--- src/inc/pml_pkg.sv ---
// Shared constants and carrier types for the protocol multiplex link layer
package pml_pkg;
    localparam int NUM_CHAN = 4;
    localparam int CHAN_W = 2;
    localparam int META_W = 12;
    localparam int PROTO_W = 8;
    localparam int DATA_W = 32;
    localparam int FUNC_W = 8;
    // Header word layout of a mux packet
    localparam int HDR_META_LSB = 0;
    localparam int HDR_CHAN_LSB = 12;
    // CRC-32 generator shared with the native link CRC
    localparam logic [31:0] CRC_POLY = 32'h04C1_1DB7;
    // Native packet seed, kept for reference only; mux seed must differ
    localparam logic [31:0] TLP_SEED = 32'hFFFF_FFFF;
    localparam logic [31:0] MUX_SEED = 32'h5A5A_A5A5;
    localparam logic [FUNC_W-1:0] FLR_FUNC0 = 8'h00;
    localparam logic [NUM_CHAN-1:0] CHAN_OFF = 4'h0;
    localparam logic [DATA_W-1:0] WORD_ZERO = 32'h0000_0000;

    typedef enum logic [1:0] {
        PML_KIND_TLP,
        PML_KIND_DLLP,
        PML_KIND_MUX
    } pml_kind_e;

    typedef struct packed {
        logic valid;
        logic sop;
        logic eop;
        logic [DATA_W-1:0] data;
    } pml_word_s;

    typedef struct packed {
        logic valid;
        logic sop;
        logic eop;
        pml_kind_e kind;
        logic [DATA_W-1:0] data;
    } pml_link_s;

    typedef struct packed {
        logic valid;
        logic sop;
        logic eop;
        logic [CHAN_W-1:0] chan;
        logic [META_W-1:0] meta;
        logic [DATA_W-1:0] data;
    } pml_mux_tx_s;

    typedef struct packed {
        logic valid;
        logic sop;
        logic eop;
        logic crc_err;
        logic [CHAN_W-1:0] chan;
        logic [PROTO_W-1:0] proto;
        logic [META_W-1:0] meta;
        logic [DATA_W-1:0] data;
    } pml_mux_rx_s;
endpackage

--- src/rtl/pml_link.sv ---
// Protocol multiplex link layer: transmit scheduling and receive steering
`timescale 1ns/10ps
`default_nettype none
// Contract
// - Multiplexing off after reset; no mux packet sent until enabled.
// - While disabled, arriving mux packets are discarded unseen.
// - Enable is held per Link, independent of other Links.
// - Up to four mux channels, each with a software-chosen protocol.
// - TLPs and mux packets share the Link, interleaved both ways.
// - TLP and DLLP format and handling unchanged by multiplexing.
// - Mux traffic never touches native sequence numbers or credits.
// - Every transmitted mux packet carries a trailing LCRC.
// - Mux LCRC uses a seed different from the TLP seed.
// - No ack, nak or replay for mux packets.
// - Sequence number position carries a 12-bit metadata field.
// - Transmit scheduler chooses among mux packets, TLPs and DLLPs.
// - Arbitration and encapsulation sit between queues and the Link.
// - Receiver classifies, decapsulates and steers to matching queue.
// - Physical framing marks mux packets apart from TLPs.
// - Mux packets go to and come from a protocol upper layer.
// - No addressing or routing applied to mux packets.
// - Unsupported link speed disables every mux channel.
// - FLR to upstream function 0 disables all channels; others do not.
module pml_link #(
    parameter int NUM_CHAN = pml_pkg::NUM_CHAN,
    parameter logic [31:0] MUX_SEED = pml_pkg::MUX_SEED,
    parameter bit IS_UPSTREAM = 1'b1
) (
    input wire logic i_mclk,
    input wire logic i_srst,
    input wire logic i_mux_enable,
    input wire logic [NUM_CHAN-1:0] i_chan_enable,
    input wire logic [NUM_CHAN-1:0][pml_pkg::PROTO_W-1:0] i_chan_proto,
    input wire logic i_speed_supported,
    input wire logic i_dl_down,
    input wire logic i_flr,
    input wire logic [pml_pkg::FUNC_W-1:0] i_flr_func,
    input wire pml_pkg::pml_word_s i_tx_tlp,
    output logic o_tx_tlp_ready,
    input wire pml_pkg::pml_word_s i_tx_dllp,
    output logic o_tx_dllp_ready,
    input wire pml_pkg::pml_mux_tx_s i_tx_mux,
    output logic o_tx_mux_ready,
    output pml_pkg::pml_link_s o_link,
    input wire pml_pkg::pml_link_s i_link,
    output pml_pkg::pml_word_s o_rx_tlp,
    output pml_pkg::pml_word_s o_rx_dllp,
    output pml_pkg::pml_mux_rx_s o_rx_mux,
    output logic [NUM_CHAN-1:0] o_chan_active
);
    typedef enum logic [2:0] {
        TX_IDLE, TX_TLP, TX_DLLP, TX_MHEAD, TX_MDATA, TX_MCRC, TX_MDROP
    } pml_tx_e;

    typedef enum logic [1:0] {
        RX_IDLE, RX_TAKE, RX_DROP
    } pml_rx_e;

    typedef struct packed {
        pml_tx_e tx_st;
        logic rdy_tlp;
        logic rdy_dllp;
        logic rdy_mux;
        pml_pkg::pml_link_s link;
        logic [NUM_CHAN-1:0] chan_on;
        logic [NUM_CHAN-1:0] chan_en_q;
        pml_rx_e rx_st;
        logic [pml_pkg::CHAN_W-1:0] rx_chan;
        logic [pml_pkg::META_W-1:0] rx_meta;
        logic [pml_pkg::DATA_W-1:0] pend;
        logic pend_v;
        logic first;
        pml_pkg::pml_word_s rx_tlp;
        pml_pkg::pml_word_s rx_dllp;
        pml_pkg::pml_mux_rx_s rx_mux;
    } pml_st_s;

    pml_st_s st;
    pml_st_s next_st;

    logic [2:0] grant;
    logic arb_take;
    logic mux_ok;
    logic [31:0] hdr;
    logic [31:0] tx_crc;
    logic [31:0] rx_crc;
    logic tx_crc_init;
    logic tx_crc_en;
    logic [31:0] tx_crc_data;
    logic rx_mux_word;
    logic rx_hdr_ok;
    logic rx_crc_init;
    logic rx_crc_en;
    logic kill;

    // Channel field of a mux header word
    function automatic logic [pml_pkg::CHAN_W-1:0] hdr_chan(
        input logic [31:0] w);
        return w[pml_pkg::HDR_CHAN_LSB +: pml_pkg::CHAN_W];
    endfunction

    // Scheduler over TLP, DLLP and mux queues; policy is round robin
    assign arb_take = (st.tx_st == TX_IDLE);
    pml_arb #(
        .N(3)
    ) u_arb (
        .i_mclk(i_mclk),
        .i_srst(i_srst),
        .i_req({i_tx_mux.valid, i_tx_dllp.valid, i_tx_tlp.valid}),
        .i_take(arb_take),
        .o_grant(grant)
    );

    // Header carries metadata where a TLP holds its sequence number
    always_comb begin
        hdr = pml_pkg::WORD_ZERO;
        hdr[pml_pkg::HDR_META_LSB +: pml_pkg::META_W] = i_tx_mux.meta;
        hdr[pml_pkg::HDR_CHAN_LSB +: pml_pkg::CHAN_W] = i_tx_mux.chan;
    end

    assign mux_ok = i_mux_enable && i_tx_mux.sop &&
                    st.chan_on[i_tx_mux.chan];
    assign tx_crc_init = (st.tx_st == TX_MHEAD) && mux_ok;
    assign tx_crc_en = tx_crc_init ||
                       ((st.tx_st == TX_MDATA) && i_tx_mux.valid);
    assign tx_crc_data = tx_crc_init ? hdr : i_tx_mux.data;

    // Distinct seed keeps mux packets from passing a native CRC check
    pml_crc u_tx_crc (
        .i_mclk(i_mclk),
        .i_srst(i_srst),
        .i_init(tx_crc_init),
        .i_en(tx_crc_en),
        .i_seed(MUX_SEED),
        .i_data(tx_crc_data),
        .o_crc(tx_crc)
    );

    assign rx_mux_word = i_link.valid &&
                         (i_link.kind == pml_pkg::PML_KIND_MUX);
    assign rx_hdr_ok = rx_mux_word && i_link.sop && !i_link.eop &&
                       i_mux_enable && st.chan_on[hdr_chan(i_link.data)];
    assign rx_crc_init = rx_hdr_ok;
    assign rx_crc_en = rx_hdr_ok || (rx_mux_word && !i_link.sop &&
                       !i_link.eop && (st.rx_st == RX_TAKE));

    pml_crc u_rx_crc (
        .i_mclk(i_mclk),
        .i_srst(i_srst),
        .i_init(rx_crc_init),
        .i_en(rx_crc_en),
        .i_seed(MUX_SEED),
        .i_data(i_link.data),
        .o_crc(rx_crc)
    );

    assign kill = i_dl_down || !i_speed_supported || !i_mux_enable ||
                  (IS_UPSTREAM && i_flr && (i_flr_func == pml_pkg::FLR_FUNC0));

    always_comb begin
        next_st = st;
        // Channel enables; a channel opens on a rising software enable
        next_st.chan_en_q = i_chan_enable;
        if (kill) begin
            next_st.chan_on = pml_pkg::CHAN_OFF;
        end else begin
            next_st.chan_on = (st.chan_on | (i_chan_enable & ~st.chan_en_q))
                              & i_chan_enable;
        end

        // Transmit: one Link word per cycle, whole packets at a time
        next_st.link.valid = 1'b0;
        unique case (st.tx_st)
            TX_IDLE: begin
                if (grant[0]) begin
                    next_st.tx_st = TX_TLP;
                end else if (grant[1]) begin
                    next_st.tx_st = TX_DLLP;
                end else if (grant[2]) begin
                    next_st.tx_st = TX_MHEAD;
                end
            end
            TX_TLP: begin
                if (i_tx_tlp.valid) begin
                    next_st.link = {1'b1, i_tx_tlp.sop, i_tx_tlp.eop,
                                    pml_pkg::PML_KIND_TLP,
                                    i_tx_tlp.data};
                    if (i_tx_tlp.eop) begin
                        next_st.tx_st = TX_IDLE;
                    end
                end
            end
            TX_DLLP: begin
                if (i_tx_dllp.valid) begin
                    next_st.link = {1'b1, i_tx_dllp.sop, i_tx_dllp.eop,
                                    pml_pkg::PML_KIND_DLLP,
                                    i_tx_dllp.data};
                    if (i_tx_dllp.eop) begin
                        next_st.tx_st = TX_IDLE;
                    end
                end
            end
            TX_MHEAD: begin
                if (mux_ok) begin
                    next_st.link = {1'b1, 1'b1, 1'b0,
                                    pml_pkg::PML_KIND_MUX, hdr};
                    next_st.tx_st = TX_MDATA;
                end else begin
                    next_st.tx_st = TX_MDROP;
                end
            end
            TX_MDATA: begin
                if (i_tx_mux.valid) begin
                    next_st.link = {1'b1, 1'b0, 1'b0,
                                    pml_pkg::PML_KIND_MUX, i_tx_mux.data};
                    if (i_tx_mux.eop) begin
                        next_st.tx_st = TX_MCRC;
                    end
                end
            end
            TX_MCRC: begin
                // Fire and forget: nothing retained for retry
                next_st.link = {1'b1, 1'b0, 1'b1,
                                pml_pkg::PML_KIND_MUX, tx_crc};
                next_st.tx_st = TX_IDLE;
            end
            TX_MDROP: begin
                if (i_tx_mux.valid && i_tx_mux.eop) begin
                    next_st.tx_st = TX_IDLE;
                end
            end
        endcase
        next_st.rdy_tlp = (next_st.tx_st == TX_TLP);
        next_st.rdy_dllp = (next_st.tx_st == TX_DLLP);
        next_st.rdy_mux = (next_st.tx_st == TX_MDATA) ||
                          (next_st.tx_st == TX_MDROP);

        // Receive: classify by framing mark and steer to its queue
        next_st.rx_tlp.valid = 1'b0;
        next_st.rx_dllp.valid = 1'b0;
        next_st.rx_mux.valid = 1'b0;
        if (i_link.valid && (i_link.kind == pml_pkg::PML_KIND_TLP)) begin
            next_st.rx_tlp = {1'b1, i_link.sop, i_link.eop,
                              i_link.data};
        end
        if (i_link.valid && (i_link.kind == pml_pkg::PML_KIND_DLLP)) begin
            next_st.rx_dllp = {1'b1, i_link.sop, i_link.eop, i_link.data};
        end
        if (rx_mux_word) begin
            if (i_link.sop) begin
                if (rx_hdr_ok) begin
                    next_st.rx_st = RX_TAKE;
                    next_st.rx_chan = hdr_chan(i_link.data);
                    next_st.rx_meta = i_link.data[pml_pkg::HDR_META_LSB +:
                                                  pml_pkg::META_W];
                    next_st.pend_v = 1'b0;
                    next_st.first = 1'b1;
                end else begin
                    next_st.rx_st = i_link.eop ? RX_IDLE : RX_DROP;
                end
            end else if (st.rx_st == RX_TAKE) begin
                // Last word is the CRC; payload lags one word behind
                next_st.rx_mux.chan = st.rx_chan;
                next_st.rx_mux.proto = i_chan_proto[st.rx_chan];
                next_st.rx_mux.meta = st.rx_meta;
                next_st.rx_mux.data = st.pend;
                next_st.rx_mux.sop = st.first;
                next_st.rx_mux.eop = i_link.eop;
                next_st.rx_mux.crc_err = i_link.eop &&
                                         (i_link.data != rx_crc);
                next_st.rx_mux.valid = st.pend_v;
                if (st.pend_v) begin
                    next_st.first = 1'b0;
                end
                if (i_link.eop) begin
                    next_st.rx_st = RX_IDLE;
                    next_st.pend_v = 1'b0;
                end else begin
                    next_st.pend = i_link.data;
                    next_st.pend_v = 1'b1;
                end
            end else if (i_link.eop) begin
                next_st.rx_st = RX_IDLE;
            end
        end
    end

    always_ff @(posedge i_mclk) begin
        if (i_srst) begin
            st <= '0;
        end else begin
            st <= next_st;
        end
    end

    assign o_tx_tlp_ready = st.rdy_tlp;
    assign o_tx_dllp_ready = st.rdy_dllp;
    assign o_tx_mux_ready = st.rdy_mux;
    assign o_link = st.link;
    assign o_rx_tlp = st.rx_tlp;
    assign o_rx_dllp = st.rx_dllp;
    assign o_rx_mux = st.rx_mux;
    assign o_chan_active = st.chan_on;
endmodule
`default_nettype wire

--- src/rtl/pml_crc.sv ---
// Word-wide CRC-32 accumulator with loadable seed
`timescale 1ns/10ps
`default_nettype none
module pml_crc (
    input wire logic i_mclk,
    input wire logic i_srst,
    input wire logic i_init,
    input wire logic i_en,
    input wire logic [31:0] i_seed,
    input wire logic [31:0] i_data,
    output logic [31:0] o_crc
);
    typedef struct packed {
        logic [31:0] crc;
    } pml_crc_st_s;

    pml_crc_st_s st;
    pml_crc_st_s next_st;

    function automatic logic [31:0] crc_step(input logic [31:0] c,
                                             input logic [31:0] d);
        logic [31:0] r;
        logic fb;
        r = c;
        for (int i = 31; i >= 0; i--) begin
            fb = r[31] ^ d[i];
            r = {r[30:0], 1'b0} ^ (fb ? pml_pkg::CRC_POLY : 32'h0000_0000);
        end
        return r;
    endfunction

    always_comb begin
        logic [31:0] base;
        base = i_init ? i_seed : st.crc;
        next_st = st;
        if (i_en) begin
            next_st.crc = crc_step(base, i_data);
        end else if (i_init) begin
            next_st.crc = i_seed;
        end
    end

    always_ff @(posedge i_mclk) begin
        if (i_srst) begin
            st <= '0;
        end else begin
            st <= next_st;
        end
    end

    assign o_crc = st.crc;
endmodule
`default_nettype wire

--- src/rtl/pml_arb.sv ---
// Round-robin scheduler among transmit queues
`timescale 1ns/10ps
`default_nettype none
module pml_arb #(
    parameter int N = 3
) (
    input wire logic i_mclk,
    input wire logic i_srst,
    input wire logic [N-1:0] i_req,
    input wire logic i_take,
    output logic [N-1:0] o_grant
);
    localparam int IW = (N > 1) ? $clog2(N) : 1;

    typedef struct packed {
        logic [IW-1:0] last;
    } pml_arb_st_s;

    pml_arb_st_s st;
    pml_arb_st_s next_st;

    // Search starts just past the last winner so no queue starves
    always_comb begin
        int idx;
        logic found;
        idx = 0;
        found = 1'b0;
        o_grant = '0;
        next_st = st;
        for (int k = 1; k <= N; k++) begin
            idx = int'(st.last) + k;
            if (idx >= N) begin
                idx = idx - N;
            end
            if (!found && i_req[idx]) begin
                found = 1'b1;
                o_grant[idx] = 1'b1;
                if (i_take) begin
                    next_st.last = IW'(idx);
                end
            end
        end
    end

    always_ff @(posedge i_mclk) begin
        if (i_srst) begin
            st <= '0;
        end else begin
            st <= next_st;
        end
    end
endmodule
`default_nettype wire

--- config.mk ---
export PLATFORM = sky130hd
export DESIGN_NAME = pml_link
export DESIGN_NICKNAME = d
export VERILOG_FILES = /design/src/inc/pml_pkg.sv /design/src/rtl/pml_link.sv /design/src/rtl/pml_crc.sv /design/src/rtl/pml_arb.sv
export SDC_FILE = /design/constraint.sdc
export NUM_CORES = 1
export LEC_CHECK = 0
export BUFFER_PORTS_ARGS = -buffer_cell sky130_fd_sc_hd__buf_2
export CORE_MARGIN = 3
export CORE_UTILIZATION = 52
export CTS_CLUSTER_DIAMETER = 60
export CTS_CLUSTER_SIZE = 12
export DETAILED_ROUTE_END_ITERATION = 12
export PLACE_DENSITY = 0.87
export SYNTH_ARGS = -nofsm -noshare
export SYNTH_HDL_FRONTEND = slang
export SYNTH_SLANG_ARGS = --single-unit
--- constraint.sdc ---
create_clock -name i_mclk -period 3.61 [get_ports i_mclk]
set_input_delay 0.361 -clock i_mclk [delete_from_list [all_inputs] [get_ports i_mclk]]
set_output_delay 0.361 -clock i_mclk [all_outputs]
set_load 0.005 [all_outputs]
# Word-level counts from Yosys, hierarchy flattened

Cells that the tools add are included.

Add/subtract/negate cells: 6
Multiply operators: 0
Divide/modulo/power cells: 0
Order comparisons: 12
Eq/ne operators: 19
Shift operators: 0
Mux-type cells: 132
Bitwise gates (word level): 138
Reductions and logical operators: 50

Operators with widths:

| kind                    | count |
|---|---|
| $xor A32 B32 Y32        | 64 |
| $mux W27                | 64 |
| $mux W32                | 8 |
| $pmux W37 S5            | 1 |
| $mux W37                | 4 |
| $ge A32 B1 Y1 const B   | 3 |
| $ge A32 B3 Y1 const B   | 3 |
| $lt A32 B4 Y1 const B   | 3 |
| $sub A32 B3 Y32 const B | 3 |
| $mux W35                | 2 |
| $xor A1 B1 Y1           | 64 |
| $mux W3                 | 13 |
| $ne A32 B32 Y1          | 1 |
| $mux W2                 | 14 |
| $logic_and A1 B1 Y1     | 22 |
| $pmux W3 S7             | 1 |
| $bmux W8 S2             | 1 |
| $eq A3 B3 Y1 const B    | 5 |
| $mux W1                 | 15 |
| $bmux W1 S2             | 5 |
| $eq A3 B2 Y1 const B    | 3 |
| $lt A2 B3 Y1 const B    | 3 |
| $reduce_and A3 Y1       | 3 |
| $and A4 B4 Y4           | 2 |
| other kinds (25)        | 50 |

Bits in registers: 295
Latch bits: 0
Bits in writable memories: 0
Bits in read-only memories: 0
Input port bits: 206
Output and inout bits: 172
Logic and storage cells: 393
Memories kept: 0

# Longest topological paths before layout

Word-level depth: 104
Depth in mapped cells: 14
Depth with buffers taken out: 13

# Hierarchy

A second synthesis with hierarchy kept.

Cell total of the unflattened synthesis: 2,190
Area, all modules: 20,692.3 sq um

Modules (own cells, without submodules):

| module   | instances | cells each | area each (sq um) | sequential area each (sq um) |
|---|---|---|---|---|
| pml_link | 1         | 1,286      | 10,666.5          | 4,584.4 |
| pml_crc  | 2         | 424        | 4,772.1           | 640.6 |
| pml_arb  | 1         | 56         | 481.7             | 40.0 |

# Least setup slack after synthesis

OpenSTA, ideal clock, no wires.

Path type: reg-to-reg
From: register u_tx_crc.st, in the netlist u_tx_crc.o_crc[29]
To: register u_tx_crc.st, in the netlist u_tx_crc.o_crc[12]
Setup time: 0.086 ns
Data arrival time: 3.904 ns
Required time: 3.524 ns
Slack: -0.380 ns
Cell stages (with the launch flop): 12
Path buffers: 0
Clock period less this slack: 3.990 ns
Cell sequence: dfxtp_1 xnor2_4 xnor3_1 xor2_1 xnor3_1 xnor2_1 mux2i_2 xor3_2 xnor2_2 xnor3_1 xor2_1 a211oi_1

Word-level cells in the longest chain between the ends: 44
Elaborated cells on any way between the ends: 68
Those cells by class: 19 x mux; 49 x bitwise

Ends and longest elaborated chain:

| what                                                     | line                         | text |
|---|---|---|
| from (decl)                                              | pml_crc.sv:17                | `pml_crc_st_s st;` |
| from (signal assigned)                                   | pml_crc.sv:47                | `st <= next_st;` |
| $mux W32 *                                               | -                            |  |
| $xor A32 B32 Y32 * (2 in a row)                          | pml_crc.sv:27                | `r = {r[30:0], 1'b0} ^ (fb ? pml_pkg::CRC_POLY : 32'h0000_0000);` |
| $xor A1 B1 Y1 *                                          | pml_crc.sv:26                | `fb = r[31] ^ d[i];` |
| $mux W27 *                                               | pml_crc.sv:27                |  |
| $xor A32 B32 Y32 * (6 in a row)                          | pml_crc.sv:27                |  |
| $xor A1 B1 Y1 / $xor A32 B32 Y32 (equally long branches) | pml_crc.sv:26, pml_crc.sv:27 |  |
| $mux W27 / $xor A32 B32 Y32 (equally long branches)      | pml_crc.sv:27                |  |
| $xor A32 B32 Y32 * (6 in a row)                          | pml_crc.sv:27                |  |
| [... 2 more ...]                                         | -                            |  |
| $xor A32 B32 Y32 * (6 in a row)                          | pml_crc.sv:27                |  |
| $xor A1 B1 Y1 / $xor A32 B32 Y32 (equally long branches) | pml_crc.sv:26, pml_crc.sv:27 |  |
| $mux W27 / $xor A32 B32 Y32 (equally long branches)      | pml_crc.sv:27                |  |
| $xor A32 B32 Y32 * (6 in a row)                          | pml_crc.sv:27                |  |
| $xor A1 B1 Y1 / $xor A32 B32 Y32 (equally long branches) | pml_crc.sv:26, pml_crc.sv:27 |  |
| $mux W27 / $xor A32 B32 Y32 (equally long branches)      | pml_crc.sv:27                |  |
| $xor A32 B32 Y32 * (6 in a row)                          | pml_crc.sv:27                |  |
| $mux W32 *                                               | pml_crc.sv:36                | `if (i_en) begin` |

Every way passes the cells marked *; elsewhere a longest branch is shown, timed or not.
A chain may end at the register's enable or synchronous reset.

# Worst setup path in the final report

From: register u_tx_crc.st, in the netlist u_tx_crc.o_crc[28]
To: register u_tx_crc.st, in the netlist u_tx_crc.o_crc[10]

Word-level cells in the longest chain between the ends: 44
Elaborated cells on any way between the ends: 62
Those cells by class: 16 x mux; 46 x bitwise

Ends and longest elaborated chain:

| what                                                     | line |
|---|---|
| $mux W32 *                                               | - |
| $xor A32 B32 Y32 * (3 in a row)                          | pml_crc.sv:27 |
| $xor A1 B1 Y1 *                                          | pml_crc.sv:26 |
| $mux W27 *                                               | pml_crc.sv:27 |
| $xor A32 B32 Y32 * (6 in a row)                          | pml_crc.sv:27 |
| $xor A1 B1 Y1 / $xor A32 B32 Y32 (equally long branches) | pml_crc.sv:26, pml_crc.sv:27 |
| $mux W27 / $xor A32 B32 Y32 (equally long branches)      | pml_crc.sv:27 |
| $xor A32 B32 Y32 * (6 in a row)                          | pml_crc.sv:27 |
| [... 2 more ...]                                         | - |
| $xor A32 B32 Y32 * (6 in a row)                          | pml_crc.sv:27 |
| $xor A1 B1 Y1 / $xor A32 B32 Y32 (equally long branches) | pml_crc.sv:26, pml_crc.sv:27 |
| $mux W27 / $xor A32 B32 Y32 (equally long branches)      | pml_crc.sv:27 |
| $xor A32 B32 Y32 * (10 in a row)                         | pml_crc.sv:27 |
| $xor A1 B1 Y1                                            | pml_crc.sv:26 |
| $mux W27                                                 | pml_crc.sv:27 |
| $xor A32 B32 Y32 *                                       | pml_crc.sv:27 |
| $mux W32 *                                               | pml_crc.sv:36 |

Marks and branches as above.

==> reports/qor.txt <==
Final Hold Viols: 0
maxcap violations: 0
DR DRC count: 0
Critical Path Fanout Max: 6
RSZ-0062 raised after global routing: yes
number of detailed-route iterations in the first pass: 6
CP bufs+invs: 2
Num CTS Buffers: 34
hold-fix buffers at CTS: 0
crit path kind: reg2reg
Mapped Cells: 2375
Vias: 19200
CP max stage delay: 0.60 ns
Synth area leaders: dfxtp_1 29%, xnor2_1 17%, nand2_1 8.3%
synth cell count leaders: 457 x nand2_1, 392 x xnor2_1, 295 x dfxtp_1
synthesized area: 0.0206 mm^2
clk root buf: clkbuf_16
RePlAce Congestion: 1.05
sequential share of the synthesized area: 28.6%
routed vias/inst: 5.73
Final Slew Violations: 0
Setup TNS: -2.46 ns
Starting Density: 53.0%
Setup violations, final: 22
clock skew: 0.0244 ns
Synth Net Count: 2587
post-synthesis async set-or-reset flop share: 0%
worst setup margin: -0.282 ns
initial antenna violation count: 5
initial drt markers: 2300
Yosys top cell by area: dfxtp_1
DIE HEIGHT: 205 um
GRT Resource Usage Total: 32.7%
most numerous cell in the Yosys netlist: nand2_1
CP Data Required Time: 4.04 ns
Clock Tree Buf Depth: 3
IO Pins: 378
Yosys cell types: 67
Post-Route WL: 75.9 mm
nets@finish: 3026
routed len/inst: 22.7 um
row count: 72
Crit. End Element: flip-flop
Syn-to-layout area delta: 28.9%
sinks on the clock net: 295
CP max stage cell: xnor3_2
Ys Warns: 0
CP arrival: 4.32 ns
crit-path cells: xnor2_4, buf_4, xnor3_2, xor3_2, xnor3_1, a21oi_1, xnor3_2, xor2_2, buf_4, xnor2_4, nor2_2, a2111oi_2
pre-CTS WS: -0.326 ns
core area: 0.0389 mm^2
placed wire-length estimate: 55.1 mm
layout cell share with drive strength beyond 1: 36.1%
failing checks: setup timing
Final Cycle Share: 108%
Worst-Margin Slew: 0.899 ns
antenna-violating nets left: 0
global-route wire length before repair: 105 mm
die width: 205 um
outcome: finished with violations
number of global-route vias before repair: 18200
Port Buffers: 377
Yosys reg bits: 295
largest net degree at the start of global routing: 146
hold crit path type: in2reg
GRT Residual Overflow: 0
clock insertion delay at the later pin of the skew report: 0.56 ns
EDFF count, synth: 0
utilization after layout: 68.3%
worst hold slack: 0.0481 ns
min cycle time layout: 3.89 ns
Fmax: 257 MHz
Die Footprint: 0.0421 mm^2
Synth Flop Type: dfxtp_1
CTS tree: yes
H-tree depth: 2
Top delay family on crit path: XOR/XNOR gates
Clock transition at path regs: 0.06 ns
share of the synthesized area in the top cell type: 28.6%
Critical Path Source Type: flip-flop
relative slew slack: 40.0%
Avg Cell Area, Syn: 8.68 um^2
-- cells by family after synthesis --
family	share of synthesized area [%]
simple gates	13.3
xor+xnor	35.2
compound gates	11.9
buf+inv	9.35
flops	28.6
mux	1.29
fa+ha+maj	0.364
-- final timing paths --
check / from / end / slack [ns] / cells past startpoint
setup / recovery: u_tx_crc.o_crc[28] / u_tx_crc.o_crc[10] / -0.28 / 12
setup reg to reg: u_tx_crc.o_crc[28] / u_tx_crc.o_crc[10] / -0.28 / 12
hold reg to reg: st[131] / o_rx_mux[1] / 0.45 / 2
hold / removal: i_chan_enable[0] / st[178] / 0.05 / 2
-- metrics by stage --
step                area, um^2  std cells
floorplan                20900       2375
CTS                      25300       3301
global route             26600       3347
global placement         24000       3244
finish                   26600       3347
detailed placement       24000       3244
-- final cells by class --
| cell class | instances | area, um^2 |
|---|---|---|
| Antenna cell | 3 | 7.51 |
| Fill cell | 2748 | 12300 |
| Timing Repair Buffer | 739 | 4800 |
| Sequential cell | 295 | 5940 |
| Clock buffer | 39 | 921 |
| Multi-Input combinational cell | 1741 | 14200 |
| Clock inverter | 9 | 83.8 |
| Inverter | 3 | 11.3 |
| Tap cell | 518 | 648 |
-- sequential cells by signal (all words and copies together) (netlist names) --
signal	flops
o_rx_dllp	35
o_link	37
o_rx_mux	58
u_arb.st	2
st	57
u_tx_crc.o_crc	32
u_rx_crc.o_crc	32
o_tx_dllp_ready	1
o_tx_mux_ready	1
o_chan_active	4
o_tx_tlp_ready	1
o_rx_tlp	35
-- metal layers --
metal  wire length [um]  vias to the layer above  part of all wire (%)  global-route usage (%)
li1                   -                     8493                     -                       -
met1              27300                     9083                    36                    39.9
met2              34900                     1285                    46                    52.1
met3               8150                      327                    11                    8.33
met4               5550                        4                   7.3                    19.2
met5                 29                        -                 0.038                       0
-- placed cells by master, fill, tap and decap left out, types with 7 or more instances in the layout --
master     count
dfxtp_1      278
nor4_1        11
xnor2_1      319
o21ai_0       12
xnor3_1       53
clkbuf_16     35
a221oi_1      11
a211oi_2      11
buf_4        331
xnor2_2       67
xor2_1       121
a22oi_1       63
nand3_1       11
nand2_1      454
a21oi_1      199
xnor2_4       26
buf_12         8
xor2_4        11
xnor3_2       23
nand2b_1      11
nor2_2         7
xor3_1         8
nor2_1       106
mux4_2         9
xor2_2        24
a31oi_1       23
dfxtp_2       12
a211oi_1      32
buf_2        376
nor2b_1       14
buf_6         23
-- repair_timing --
item	CTS	global route
pin swaps	9	79
resized for setup	38	165
buffers inserted	9	43
setup endpoints to repair	33	55
Power is left out: the tool's default activity adds up to more than one toggle a clock period on the data nets, which glitch-free logic cannot reach.
